<file path="src/common/wwdt_cfg.svh">
// Constants of the windowed watchdog: offsets, field positions, resets, counts.
// Assumes inclusion by bare name from the package and the design module.
//
// Overview of operation
// - Non-zero period field starts watchdog; zero stops
// - Zero window field normal mode, else window
// - Codes 1..B select 8 to 8K cycles
// - Counter runs from the 1 kHz oscillator clock
// - Normal mode: missed clear raises reset request
// - Accepted clear restarts period from zero
// - Clear during closed period raises reset request
// - Open period follows closed; missed clear resets
// - Window newly enabled waits for first clear
// - Counting halts while CPU is debug halted
// - Counter cleared while CPU is debug halted
// - After debug halt, one normal timeout first
// - Clear lands on the second tick; extra clears ignored
// - Control writes synchronized, busy flag meanwhile
// - Lock set makes control register read-only
// - Lock written only to one; cleared in debug
// - Control reset from fuse; enabled fuse locks
// - Key then write within four instructions
// - Keeps counting in sleep while oscillator runs
// - Lock at status bit 7, busy bit 0
`ifndef WWDT_CFG_SVH
`define WWDT_CFG_SVH

// ==========================================================================
// Register indices (byte address is four times the index)
`define WWDT_CTRL_IDX 2'h0
`define WWDT_STAT_IDX 2'h1

// ==========================================================================
// Field positions
`define WWDT_PER_LSB 0
`define WWDT_PER_MSB 3
`define WWDT_WIN_LSB 4
`define WWDT_WIN_MSB 7
`define WWDT_LOCK_BIT 7
`define WWDT_BUSY_BIT 0

// ==========================================================================
// Reset values and duration codes
`define WWDT_CTRL_RST 8'h00
`define WWDT_CODE_OFF 4'h0
`define WWDT_CODE_MIN 4'h1
`define WWDT_CODE_MAX 4'hB

// ==========================================================================
// Timing counts
`define WWDT_DUR_SHIFT 4'h2
`define WWDT_DUR_LONGEST 14'h2000
`define WWDT_SYNC_TICKS 2'h2
`define WWDT_KEY_WINDOW 3'h4

`endif

</file>
<file path="src/common/wwdt_pkg.sv">
// Types shared by the windowed watchdog design.
// Assumes the constants header sits in the include path.
`include "wwdt_cfg.svh"

package wwdt_pkg;

  // Watchdog sequencer states, Gray coded along off-arm-closed-open
  typedef enum logic [1:0] {
    WWDT_OFF    = 2'h0,
    WWDT_ARM    = 2'h1,
    WWDT_CLOSED = 2'h3,
    WWDT_OPEN   = 2'h2
  } wwdt_state_type;

  // Control register layout
  typedef struct packed {
    logic [3:0] window;
    logic [3:0] period;
  } wwdt_ctrl_type;

endpackage

</file>
<file path="src/wwdt_top.sv">
// Windowed watchdog timer with classic Wishbone register access.
// Assumes wd_counter_clock arrives as a slow pin level and that the CPU
// drives clear, key, debug and fuse signals on clk_sys_i.
`timescale 1ns/100ps
`default_nettype none
`include "wwdt_cfg.svh"

module wwdt_top (
  input wire logic clk_sys_i,
  input wire logic rst_i,
  input wire logic wb_cyc_i,
  input wire logic wb_stb_i,
  input wire logic wb_we_i,
  input wire logic [3:0] wb_adr_i,
  input wire logic [3:0] wb_sel_i,
  input wire logic [31:0] wb_dat_i,
  output logic [31:0] wb_dat_o,
  output logic wb_ack_o,
  input wire logic wd_counter_clock_i,
  input wire logic watchdog_clear_instr_i,
  input wire logic io_register_key_i,
  input wire logic debug_halt_i,
  input wire logic [7:0] boot_config_fuse_i,
  output logic wd_reset_req_o,
  output logic wd_running_o
);

  // ========================================================================
  // Declarations
  logic wdclk_meta;                       // First synchroniser stage
  logic wdclk_sync;                       // Second synchroniser stage
  logic wdclk_last;                       // Previous synchronised level
  logic tick;                             // One watchdog clock edge
  logic booted;                           // Fuse load done
  logic [2:0] key_cnt;                    // Timed write window count
  logic key_open;                         // Protected write allowed
  logic bus_req;                          // Valid bus cycle
  logic [1:0] bus_idx;                    // Register index
  logic wr_ctrl;                          // Accepted control write
  logic wr_stat;                          // Accepted status write
  wwdt_pkg::wwdt_ctrl_type ctrl;          // Software view of control
  wwdt_pkg::wwdt_ctrl_type act;           // Control seen by the counter
  logic lock;                             // Configuration lock
  logic sync_pending_flag;                // Control transfer running
  logic [1:0] cfg_ticks;                  // Ticks seen by control transfer
  logic cfg_apply;                        // Control transfer finishes
  logic clr_pend;                         // Clear being synchronised
  logic [1:0] clr_ticks;                  // Ticks seen by clear transfer
  logic clr_apply;                        // Clear reaches counter
  wwdt_pkg::wwdt_state_type state;        // Sequencer state
  logic [13:0] cnt;                       // Watchdog counter
  logic [13:0] per_dur;                   // Open period length
  logic [13:0] win_dur;                   // Closed period length
  logic per_end;                          // Open period ends this tick
  logic win_end;                          // Closed period ends this tick
  logic fire;                             // Reset condition

  // ========================================================================
  // Duration decode
  // Codes 1..B give 8 to 8K cycles; reserved codes take the longest
  // A shift keeps the decode small; each code from 1 to B doubles the length
  function automatic logic [13:0] dur_f(input logic [3:0] code);
    logic [13:0] d;
    d = `WWDT_DUR_LONGEST;
    if (code >= `WWDT_CODE_MIN && code <= `WWDT_CODE_MAX) begin
      d = 14'h0001 << (code + `WWDT_DUR_SHIFT);
    end
    return d;
  endfunction

  assign per_dur = dur_f(act.period);
  assign win_dur = dur_f(act.window);
  // Compare at-or-above so that a period shortened while counting
  // still ends at the next tick instead of waiting for the counter to wrap
  assign per_end = tick && (cnt >= per_dur - 14'h0001);
  assign win_end = tick && (cnt >= win_dur - 14'h0001);

  // ========================================================================
  // Oscillator clock sampling
  // Two flops, then edge detection on the settled level
  // The oscillator is far slower than this clock, so no edge is missed
  always_ff @(posedge clk_sys_i) begin
    if (rst_i) begin
      wdclk_meta <= 1'b0;
      wdclk_sync <= 1'b0;
      wdclk_last <= 1'b0;
    end else begin
      wdclk_meta <= wd_counter_clock_i;
      wdclk_sync <= wdclk_meta;
      wdclk_last <= wdclk_sync;
    end
  end

  // Rising edge of the oscillator clock; runs in every sleep state
  assign tick = wdclk_sync && !wdclk_last;

  // ========================================================================
  // Timed write protection window
  // The key opens a short window; any other write leaves bits untouched
  // System clocks stand in for instructions: four edges after the key
  always_ff @(posedge clk_sys_i) begin
    if (rst_i) begin
      key_cnt <= 3'h0;
    end else if (io_register_key_i) begin
      key_cnt <= `WWDT_KEY_WINDOW;
    end else if (key_cnt != 3'h0) begin
      key_cnt <= key_cnt - 3'h1;
    end
  end

  assign key_open = (key_cnt != 3'h0);

  // ========================================================================
  // Wishbone slave
  assign bus_req = wb_cyc_i && wb_stb_i;
  assign bus_idx = wb_adr_i[3:2];
  // Writes take effect on the edge where the master samples ack
  assign wr_ctrl = bus_req && wb_ack_o && wb_we_i && wb_sel_i[0] &&
                   (bus_idx == `WWDT_CTRL_IDX);
  assign wr_stat = bus_req && wb_ack_o && wb_we_i && wb_sel_i[0] &&
                   (bus_idx == `WWDT_STAT_IDX);

  // Acknowledge one cycle after the request, drop the cycle after
  // No further wait states; every access, refused or not, is acknowledged
  always_ff @(posedge clk_sys_i) begin
    if (rst_i) begin
      wb_ack_o <= 1'b0;
    end else begin
      wb_ack_o <= bus_req && !wb_ack_o;
    end
  end

  // Read data, unmapped indices read zero
  always_ff @(posedge clk_sys_i) begin
    if (rst_i) begin
      wb_dat_o <= 32'h0000_0000;
    end else if (bus_req && !wb_ack_o) begin
      case (bus_idx)
        `WWDT_CTRL_IDX: begin
          wb_dat_o <= {24'h00_0000, ctrl};
        end
        `WWDT_STAT_IDX: begin
          wb_dat_o <= {24'h00_0000, lock, 6'h00, sync_pending_flag};
        end
        default: begin
          wb_dat_o <= 32'h0000_0000;
        end
      endcase
    end
  end

  // ========================================================================
  // Control register and boot load
  // Fuse byte is caught on the first clock after reset release
  always_ff @(posedge clk_sys_i) begin
    if (rst_i) begin
      booted <= 1'b0;
      ctrl <= `WWDT_CTRL_RST;
    end else if (!booted) begin
      booted <= 1'b1;
      ctrl <= boot_config_fuse_i;
    end else if (wr_ctrl && key_open && !lock && !sync_pending_flag) begin
      // Locked or unkeyed writes are dropped; writes while busy too
      ctrl <= wb_dat_i[7:0];
    end
  end

  // Lock bit: set by fuse enable or software, cleared only in debug
  always_ff @(posedge clk_sys_i) begin
    if (rst_i) begin
      lock <= 1'b0;
    end else if (!booted) begin
      lock <= (boot_config_fuse_i[`WWDT_PER_MSB:`WWDT_PER_LSB] != `WWDT_CODE_OFF);
    end else if (wr_stat && key_open) begin
      if (wb_dat_i[`WWDT_LOCK_BIT]) begin
        lock <= 1'b1;
      end else if (debug_halt_i) begin
        lock <= 1'b0;
      end
    end
  end

  // ========================================================================
  // Control transfer into the counter
  // Busy from the write until the second oscillator edge
  // Writes arriving while busy are dropped, so software must poll the flag
  always_ff @(posedge clk_sys_i) begin
    if (rst_i) begin
      sync_pending_flag <= 1'b0;
      cfg_ticks <= 2'h0;
    end else if (!booted || (wr_ctrl && key_open && !lock && !sync_pending_flag)) begin
      sync_pending_flag <= 1'b1;
      cfg_ticks <= 2'h0;
    end else if (cfg_apply) begin
      sync_pending_flag <= 1'b0;
      cfg_ticks <= 2'h0;
    end else if (sync_pending_flag && tick) begin
      cfg_ticks <= cfg_ticks + 2'h1;
    end
  end

  assign cfg_apply = sync_pending_flag && tick &&
                     (cfg_ticks == `WWDT_SYNC_TICKS - 2'h1);

  // Counter-side copy of the control fields
  always_ff @(posedge clk_sys_i) begin
    if (rst_i) begin
      act <= `WWDT_CTRL_RST;
    end else if (cfg_apply) begin
      act <= ctrl;
    end
  end

  // ========================================================================
  // Clear instruction transfer
  // Clears arriving while one is pending are dropped
  // A clear in the very cycle that the pending one lands is dropped too
  always_ff @(posedge clk_sys_i) begin
    if (rst_i) begin
      clr_pend <= 1'b0;
      clr_ticks <= 2'h0;
    end else if (clr_apply) begin
      clr_pend <= 1'b0;
      clr_ticks <= 2'h0;
    end else if (!clr_pend && watchdog_clear_instr_i) begin
      clr_pend <= 1'b1;
      clr_ticks <= 2'h0;
    end else if (clr_pend && tick) begin
      clr_ticks <= clr_ticks + 2'h1;
    end
  end

  assign clr_apply = clr_pend && tick &&
                     (clr_ticks == `WWDT_SYNC_TICKS - 2'h1);

  // ========================================================================
  // Sequencer and counter
  // Reset condition: missed open period or clear in closed period
  // A halted CPU never triggers a request; pending clears still land
  assign fire = !debug_halt_i &&
                ((((state == wwdt_pkg::WWDT_OPEN) || (state == wwdt_pkg::WWDT_ARM)) &&
                  per_end && !clr_apply) ||
                 ((state == wwdt_pkg::WWDT_CLOSED) && clr_apply));

  always_ff @(posedge clk_sys_i) begin
    if (rst_i) begin
      state <= wwdt_pkg::WWDT_OFF;
      cnt <= 14'h0000;
    end else if (act.period == `WWDT_CODE_OFF) begin
      // Zero period keeps the watchdog stopped
      state <= wwdt_pkg::WWDT_OFF;
      cnt <= 14'h0000;
    end else if (debug_halt_i) begin
      // Halted CPU: counter held at zero, window restarts armed
      cnt <= 14'h0000;
      if (act.window != `WWDT_CODE_OFF) begin
        state <= wwdt_pkg::WWDT_ARM;
      end else begin
        state <= wwdt_pkg::WWDT_OPEN;
      end
    end else begin
      case (state)
        wwdt_pkg::WWDT_OFF: begin
          // Start on a non-zero period
          cnt <= 14'h0000;
          if (act.window != `WWDT_CODE_OFF) begin
            state <= wwdt_pkg::WWDT_ARM;
          end else begin
            state <= wwdt_pkg::WWDT_OPEN;
          end
        end
        wwdt_pkg::WWDT_ARM: begin
          // One normal timeout until the first clear opens the window
          if (act.window == `WWDT_CODE_OFF) begin
            state <= wwdt_pkg::WWDT_OPEN;
          end else if (clr_apply) begin
            state <= wwdt_pkg::WWDT_CLOSED;
            cnt <= 14'h0000;
          end else if (per_end) begin
            cnt <= 14'h0000;
          end else if (tick) begin
            cnt <= cnt + 14'h0001;
          end
        end
        wwdt_pkg::WWDT_CLOSED: begin
          // Clears are illegal here; length from the window field
          if (act.window == `WWDT_CODE_OFF) begin
            state <= wwdt_pkg::WWDT_OPEN;
            cnt <= 14'h0000;
          end else if (clr_apply) begin
            state <= wwdt_pkg::WWDT_CLOSED;
            cnt <= 14'h0000;
          end else if (win_end) begin
            state <= wwdt_pkg::WWDT_OPEN;
            cnt <= 14'h0000;
          end else if (tick) begin
            cnt <= cnt + 14'h0001;
          end
        end
        wwdt_pkg::WWDT_OPEN: begin
          // Normal timeout, or open period of window mode
          if (clr_apply) begin
            cnt <= 14'h0000;
            if (act.window != `WWDT_CODE_OFF) begin
              state <= wwdt_pkg::WWDT_CLOSED;
            end
          end else if (cfg_apply && act.window == `WWDT_CODE_OFF &&
                       ctrl.window != `WWDT_CODE_OFF) begin
            // Window newly enabled: wait for the first clear
            state <= wwdt_pkg::WWDT_ARM;
            cnt <= 14'h0000;
          end else if (per_end) begin
            cnt <= 14'h0000;
            if (act.window != `WWDT_CODE_OFF) begin
              state <= wwdt_pkg::WWDT_CLOSED;
            end
          end else if (tick) begin
            cnt <= cnt + 14'h0001;
          end
        end
        default: begin
          state <= wwdt_pkg::WWDT_OFF;
          cnt <= 14'h0000;
        end
      endcase
    end
  end

  // ========================================================================
  // Outputs
  // Reset request is a single system-clock pulse per condition
  // Running drops while halted so the host can see the pause
  always_ff @(posedge clk_sys_i) begin
    if (rst_i) begin
      wd_reset_req_o <= 1'b0;
      wd_running_o <= 1'b0;
    end else begin
      wd_reset_req_o <= fire;
      wd_running_o <= (state != wwdt_pkg::WWDT_OFF) && !debug_halt_i;
    end
  end

endmodule

`default_nettype wire

</file>
<file path="config.mk">
export PLATFORM = sky130hd
export DESIGN_NAME = wwdt_top
export DESIGN_NICKNAME = d
export VERILOG_FILES = /design/src/common/wwdt_pkg.sv /design/src/wwdt_top.sv
export VERILOG_INCLUDE_DIRS = /design/src /design/src/common
export SDC_FILE = /design/constraint.sdc
export NUM_CORES = 1
export LEC_CHECK = 0
export ABC_AREA = 0
export ABC_CLOCK_PERIOD_IN_PS = 4220
export BUFFER_PORTS_ARGS = -buffer_cell sky130_fd_sc_hd__buf_2
export CAP_MARGIN = 20
export CORE_MARGIN = 4
export CORE_UTILIZATION = 51
export CTS_BUF_LIST = sky130_fd_sc_hd__clkbuf_2 sky130_fd_sc_hd__clkbuf_4 sky130_fd_sc_hd__clkbuf_8
export DETAILED_ROUTE_END_ITERATION = 10
export GPL_TIMING_DRIVEN = 0
export HOLD_SLACK_MARGIN = 0.03
export PLACE_DENSITY = 0.87
export SYNTH_ARGS = -nofsm -noshare
export SYNTH_HDL_FRONTEND = slang
export SYNTH_SLANG_ARGS = --single-unit
</file>
<file path="constraint.sdc">
create_clock -name clk_sys_i -period 4.22 [get_ports clk_sys_i]
set_clock_uncertainty 0.05 [all_clocks]
set_input_delay 0.633 -clock clk_sys_i [delete_from_list [all_inputs] [get_ports clk_sys_i]]
set_output_delay 0.633 -clock clk_sys_i [all_outputs]
set_load 0.02 [all_outputs]
</file>
==> results.toml, run 1 <==
[status]
status = "completed"

[die]
ios = 92
fp-row-count = 32
dieArea_sq_um = 9600
start_util_pct = 52.9
die_x_microns = 98.0
dieHeight_microns = 98.0
coreArea_sq_um = 7810

[global_routing]
track_usage_pct = 21.4
grt_pass1_vias = 3809
grt_max_degree = 11
grt-ovfl-total = 0
antenna_found_initial = 0
grt_pass1_wl_mm = 17.3

[timing]
period_minus_slack_ps = 4060
final.period_utilization_pct = 96.2
post-route-worst-setup-slack_ps = 161
max_slew.worst_pin.slew_ps = 652
hold_viol_final = 0
relSlewSlack_pct = 56.4
fin_hold_ws_ps = 392
drv_slew = 0
setup_viol = 0
fmax_mhz = 246

[power_and_ir_drop]
intPower_mw = 0.811
power_frac_comb_pct = 9.9
power.leakage_nw = 2.16
power.clock.fraction_pct = 39.4
seqPwrFrac_pct = 50.7
power.density_nw_per_um2 = 226
p_switching_mw = 0.299
power.share.switching_pct = 26.9
max-vdd-ir-drop_mv = 0.190

[placement]
gp_congestion = 0.918
port_buffers = 37
dp_hpwl_mm = 7.80
dp_slack_ps = -772

[drt]
via_per_inst = 5.86
drc = 0
vias = 4041
drt-wirelength-per-cell_microns = 15.5
dr_wl_met3_microns = 667
topRoutingLayerUsed = "met4"
dr.pass1.iters = 5
drtIter0Drc = 410
drt-total-wl_mm = 10.7
met1_length_mm = 4.36
ant_nets = 0
met2_length_mm = 5.27

[cells_and_area]
fill_cells = 650
area.growth.synth_to_final_pct = 19.0
nets = 681
antenna_cells = 0
drive_gt1_share_pct = 23.3

[yosys]
ys_top_cells_by_area = "dfxtp_1, ha_1, buf_4, a21oi_1, nand2_1"
yosysMostFrequentCell = "dfxtp_1"
ys_top_cells_by_count = "dfxtp_1, nand2_1, nor2_1"
synth_top_area_cell = "dfxtp_1"
synth_cell_types = 63
synth_area_sq_um = 4130
syn_inst = 503
ys.flop_type = "dfxtp_1"
async_flop_share_pct = 0
synth_edf_count = 0
netlist.area_leader.share_pct = 27.6
yosysWarnings = 0
synth_seq_area_share_pct = 27.6
syn_avg_cell_area_sq_um = 8.21
ys_seq_elements = 57

[setup_path]
cp-end-kind = "register"
crit_start = "act[2]$_SDFFE_PP0P_"
cp_data_arrival_time_ps = 4280
cp-start-kind = "register"
r2r_start = "act[2]$_SDFFE_PP0P_"
crit_required_ps = 4450
path_max_fanout = 10
ff2ff_path_depth = 19
crit_type = "reg2reg"

[clock_tree]
cts_hold_buf = 0
cts_buffer_depth = 2
path_clk_slew_ps = 60
tritoncts = "built"
clockRootBuffer = "clkbuf_8"
clock_sinks = 57
clk_latency_ps = 340
h-tree-depth = 3
cts_buffers = 9

[worst_hold_path]
min-delay-start = "wdclk_meta$_SDFF_PP0_"
hold_path.class = "reg2reg"
min_path_cells = 1

[flow_run]
maxCapViolCount = 0
==> critical path, cell delays in order, from the launching register on <==
cell	delay [ps]
dfxtp_2	360
ha_2	210
or3_1	360
o21a_4	180
inv_2	110
nand3_1	120
ha_4	230
buf_4	140
inv_1	140
o21ai_0	100
a21oi_1	210
ha_1	280
o21a_1	180
a21oi_1	140
o21ai_0	160
a21oi_4	240
a21boi_4	110
buf_6	160
o41ai_2	350
a31o_1	170
==> registers in the layout, indices dropped and copies added (netlist names), 2 cells and up <==
name       flops
state          2
wb_dat_o       8
act            8
cnt           14
ctrl           8
cfg_ticks      2
clr_ticks      2
key_cnt        3
==> area by class of cell <==
class / count / area [sq um] / area share [%]
Buffer: 47 / 304 / 6.19
Clock buffer: 10 / 131 / 2.67
Clock inverter: 6 / 35.0 / 0.713
Inverter: 20 / 75.1 / 1.53
Multi-Input combinational cell: 399 / 2820 / 57.3
Sequential cell: 57 / 1150 / 23.4
Tap cell: 102 / 128 / 2.60
Timing Repair Buffer: 49 / 277 / 5.63
==> metrics by stage <==
| step | total power [mW] | cell area (sq um) | TNS, ps | util (%) | instances |
|---|---|---|---|---|---|
| finish | 1.11 | 4910 | 0 | 62.9 | 690 |
| global route | 1.16 | 4910 | -132 | 62.9 | 690 |
| CTS | 1.11 | 4750 | 0 | 60.8 | 682 |
| floorplan | 0.652 | 4220 | 0 | - | 526 |
| detailed placement | 0.683 | 4530 | -10430 | 58.0 | 665 |
| global placement | 0.679 | 4530 | -6670 | 58.0 | 665 |
==> power by group through the flow <==
| stage | clock network (mW) | logic (mW) | registers, mW |
|---|---|---|---|
| after floorplan | 0 | 0.0789 | 0.573 |
| after CTS | 0.443 | 0.109 | 0.563 |
| after detailed placement | 0 | 0.108 | 0.575 |
| after global routing | 0.471 | 0.121 | 0.564 |
| after global placement | 0 | 0.105 | 0.574 |
| final | 0.437 | 0.110 | 0.562 |
==> cells by family (layout without fill, tap and decap cells) <==
family                     Yosys count  count (layout)  share of synthesized area (%)
AOI/OAI and AO/OA                  132             132                           22.7
xor gates and xnor gates            11              11                           2.33
adders and majority gates           41              41                           12.4
buffers and inverters               70             132                           9.33
DFF                                 57              57                           27.6
muxes                               13              13                           3.15
other                                1              24                         0.0908
and+or+nand+nor                    178             178                           22.4
==> placed cells by master (no fill, tap or decap), drive strengths merged, types with 3 or more instances in the layout <==
cell type / netlist / final
nor4b: 3 / 3
nand2b: 4 / 4
xnor2: 8 / 8
a31oi: 4 / 4
o21a: 5 / 5
or3: 5 / 5
a221o: 4 / 4
nand3: 14 / 14
a21o: 4 / 4
nor4: 12 / 12
o21ai: 23 / 23
clkbuf: 18 / 27
conb: 1 / 24
and3: 4 / 4
dfxtp: 57 / 57
a2111oi: 3 / 3
a21oi: 38 / 38
ha: 41 / 41
or2: 3 / 3
a211oi: 11 / 11
inv: 20 / 20
buf: 32 / 79
nand2: 46 / 46
o41ai: 5 / 5
nor3: 17 / 17
a31o: 6 / 6
o31a: 3 / 3
nor2b: 8 / 8
xor2: 3 / 3
nand4: 8 / 8
nor3b: 3 / 3
mux2i: 13 / 13
clkinv: 0 / 4
a22o: 7 / 7
o31ai: 3 / 3
nor2: 42 / 42
==> path summary, 6_finish.rpt <==
path              slack [ps]                    end
setup / recovery         160    cnt[3]$_SDFFE_PP0P_
hold / removal           390  wdclk_sync$_SDFF_PP0_
setup reg to reg         160    cnt[3]$_SDFFE_PP0P_
hold reg to reg          390  wdclk_sync$_SDFF_PP0_
==> metal layers <==
layer	track usage [%]	vias up
met5	0	-
met4	10.0	0
met3	3.50	41
met2	36.5	159
met1	26.4	1875
li1	-	1966
==> timing repair <==
item,4_1_cts,5_1_grt
setup endpoints to repair,17,17
setup buffers,4,7
pin swaps,3,9
gates cloned,0,0
resized for setup,12,29
No activity file was read; power rests on OpenSTA's default activity.
==> run 2, diff against run 1 <==
--- a/config.mk
+++ b/config.mk
@@ -7,16 +7,16 @@
 export NUM_CORES = 1
 export LEC_CHECK = 0
 export ABC_AREA = 0
-export ABC_CLOCK_PERIOD_IN_PS = 4220
+export ABC_CLOCK_PERIOD_IN_PS = 3800
 export BUFFER_PORTS_ARGS = -buffer_cell sky130_fd_sc_hd__buf_2
 export CAP_MARGIN = 20
 export CORE_MARGIN = 4
-export CORE_UTILIZATION = 51
-export CTS_BUF_LIST = sky130_fd_sc_hd__clkbuf_2 sky130_fd_sc_hd__clkbuf_4 sky130_fd_sc_hd__clkbuf_8
+export CORE_UTILIZATION = 55
+export CTS_CLUSTER_DIAMETER = 150
 export DETAILED_ROUTE_END_ITERATION = 10
 export GPL_TIMING_DRIVEN = 0
 export HOLD_SLACK_MARGIN = 0.03
-export PLACE_DENSITY = 0.87
+export PLACE_DENSITY = 0.89
 export SYNTH_ARGS = -nofsm -noshare
 export SYNTH_HDL_FRONTEND = slang
 export SYNTH_SLANG_ARGS = --single-unit
==> constraint.sdc (replaced) <==
create_clock -name clk_sys_i -period 3.8 [get_ports clk_sys_i]
set_clock_uncertainty 0.05 [all_clocks]
set_input_delay 0.57 -clock clk_sys_i [delete_from_list [all_inputs] [get_ports clk_sys_i]]
set_output_delay 0.57 -clock clk_sys_i [all_outputs]
set_load 0.02 [all_outputs]
==> results.toml, run 2 (synthesis gave the netlist of run 1 again) <==
[power_and_ir_drop]
power.leakage_nw = 2.34
power_mw = 1.32
power.density_nw_per_um2 = 253
max-vdd-ir-drop_mv = 0.230

[die]
start_util_pct = 56.6
dieArea_sq_um = 8960
coreArea_sq_um = 7290
fp-row-count = 31
dieHeight_microns = 94.7
die_x_microns = 94.7
ios = 92

[clock_tree]
clk_latency_ps = 350
cts_buffer_depth = 2
cts_buffers = 9
clockRootBuffer = "clkbuf_8"
tritoncts = "built"
clock_sinks = 57
path_clk_slew_ps = 70
cts_hold_buf = 0
h-tree-depth = 3

[setup_path]
crit_type = "reg2reg"
cp_data_arrival_time_ps = 4060
path_max_fanout = 10
cp-end-kind = "register"
crit_required_ps = 3990
cp-start-kind = "register"

[timing]
setup_viol = 7
max_slew.worst_pin.slew_ps = 745
period_minus_slack_ps = 3870
rsz0062_at_grt = "yes"
post-route-worst-setup-slack_ps = -74.8
fmax_mhz = 258
drv_slew = 0
relSlewSlack_pct = 50.1
hold_viol_final = 0
fin_hold_ws_ps = 361
final.period_utilization_pct = 102

[worst_hold_path]
hold_path.class = "in2reg"

[status]
status = "finished, violations left"
violations = "negative setup slack"

[drt]
drt-total-wl_mm = 11.6
drtIter0Drc = 347
drc = 0
drt-wirelength-per-cell_microns = 16.5
ant_nets = 0
via_per_inst = 6.13
dr.pass1.iters = 6
vias = 4289

[global_routing]
grt_max_degree = 11
grt-ovfl-total = 0
grt_pass1_wl_mm = 18.2
grt_pass1_vias = 4003
track_usage_pct = 25.4
antenna_found_initial = 0

[cells_and_area]
antenna_cells = 0
final_common_cell = "dfxtp_1"
largest_reg_flops = 14
nets = 694
largest-register = "cnt"
fill_cells = 543
final_cell_mix = "dfxtp_1, buf_4, nand2_1"
area.growth.synth_to_final_pct = 26.0
drive_gt1_share_pct = 26.8
finalNonFillerCells = 700

[placement]
port_buffers = 37
gp_congestion = 0.878
dp.cells = 662
dp_hpwl_mm = 7.79

[flow_run]
maxCapViolCount = 0
## run 2: repair_timing
action	4_1_cts	5_1_grt
endpoints found under the setup margin	17	17
gates cloned	1	0
hold endpoints to repair	0	0
resized for setup	30	22
buffers inserted	15	8
pin swaps	20	16
## run 2: where the power goes
part / total (mW) / internal, mW / switching (mW) / leakage (nW)
clock: 0.570 / 0.318 / 0.252 / 0.0953
combinational: 0.125 / 0.0508 / 0.0739 / 1.77
sequential: 0.624 / 0.611 / 0.0132 / 0.467
total: 1.32 / 0.979 / 0.339 / 2.34
## run 2: worst paths after layout
path                            slack [ps]  depth (start not counted)                      end             startpoint
worst max-delay path                   -70                         18      cnt[8]$_SDFFE_PP0P_    act[2]$_SDFFE_PP0P_
worst min-delay path                   360                          2  key_cnt[0]$_SDFFE_PP0N_      io_register_key_i
worst max register to register         -70                         18      cnt[8]$_SDFFE_PP0P_    act[2]$_SDFFE_PP0P_
worst min register to register         390                          1    wdclk_sync$_SDFF_PP0_  wdclk_meta$_SDFF_PP0_
## run 2: cell type report
cell class,instances,area [sq um],area share [%]
Buffer,47,308,5.92
Inverter,20,82.6,1.59
Timing Repair Buffer,62,374,7.19
Clock inverter,5,55.1,1.06
Tap cell,99,124,2.38
Sequential cell,57,1150,22.2
Clock buffer,11,141,2.72
Multi-Input combinational cell,399,2960,57.0
## run 2: metal layers
metal	global-route usage [%]	share of wire, %	vias to the layer above
met4	12.6	3.5	0
li1	-	-	1987
met1	30.7	39	2002
met3	6.14	8.3	65
met2	42.2	50	235
met5	0	0	-
## run 2: worst max-delay path, stage by stage (launching register included)
cell	delay, ps
dfxtp_4	360
ha_4	150
or3_4	360
o21a_4	160
inv_6	80
nand3_4	80
ha_4	210
a2111oi_4	330
a31oi_1	80
o22a_1	230
ha_1	270
nand4_1	160
nor2_1	150
a22o_1	190
a21oi_4	60
a21boi_4	260
nor4_4	80
buf_6	160
a221o_1	330
## run 2: through the flow
| stage | instance area [sq um] | TNS, ps | util [%] | setup slack [ps] |
|---|---|---|---|---|
| floorplan | 4300 | 0 | - | 14.5 |
| global placement | 4610 | -6210 | 63.3 | -472 |
| detailed placement | 4610 | -9320 | 63.3 | -693 |
| CTS | 5030 | -91.4 | 69.0 | -35.7 |
| global route | 5200 | -2650 | 71.3 | -261 |
| finish | 5200 | -328 | 71.3 | -74.8 |
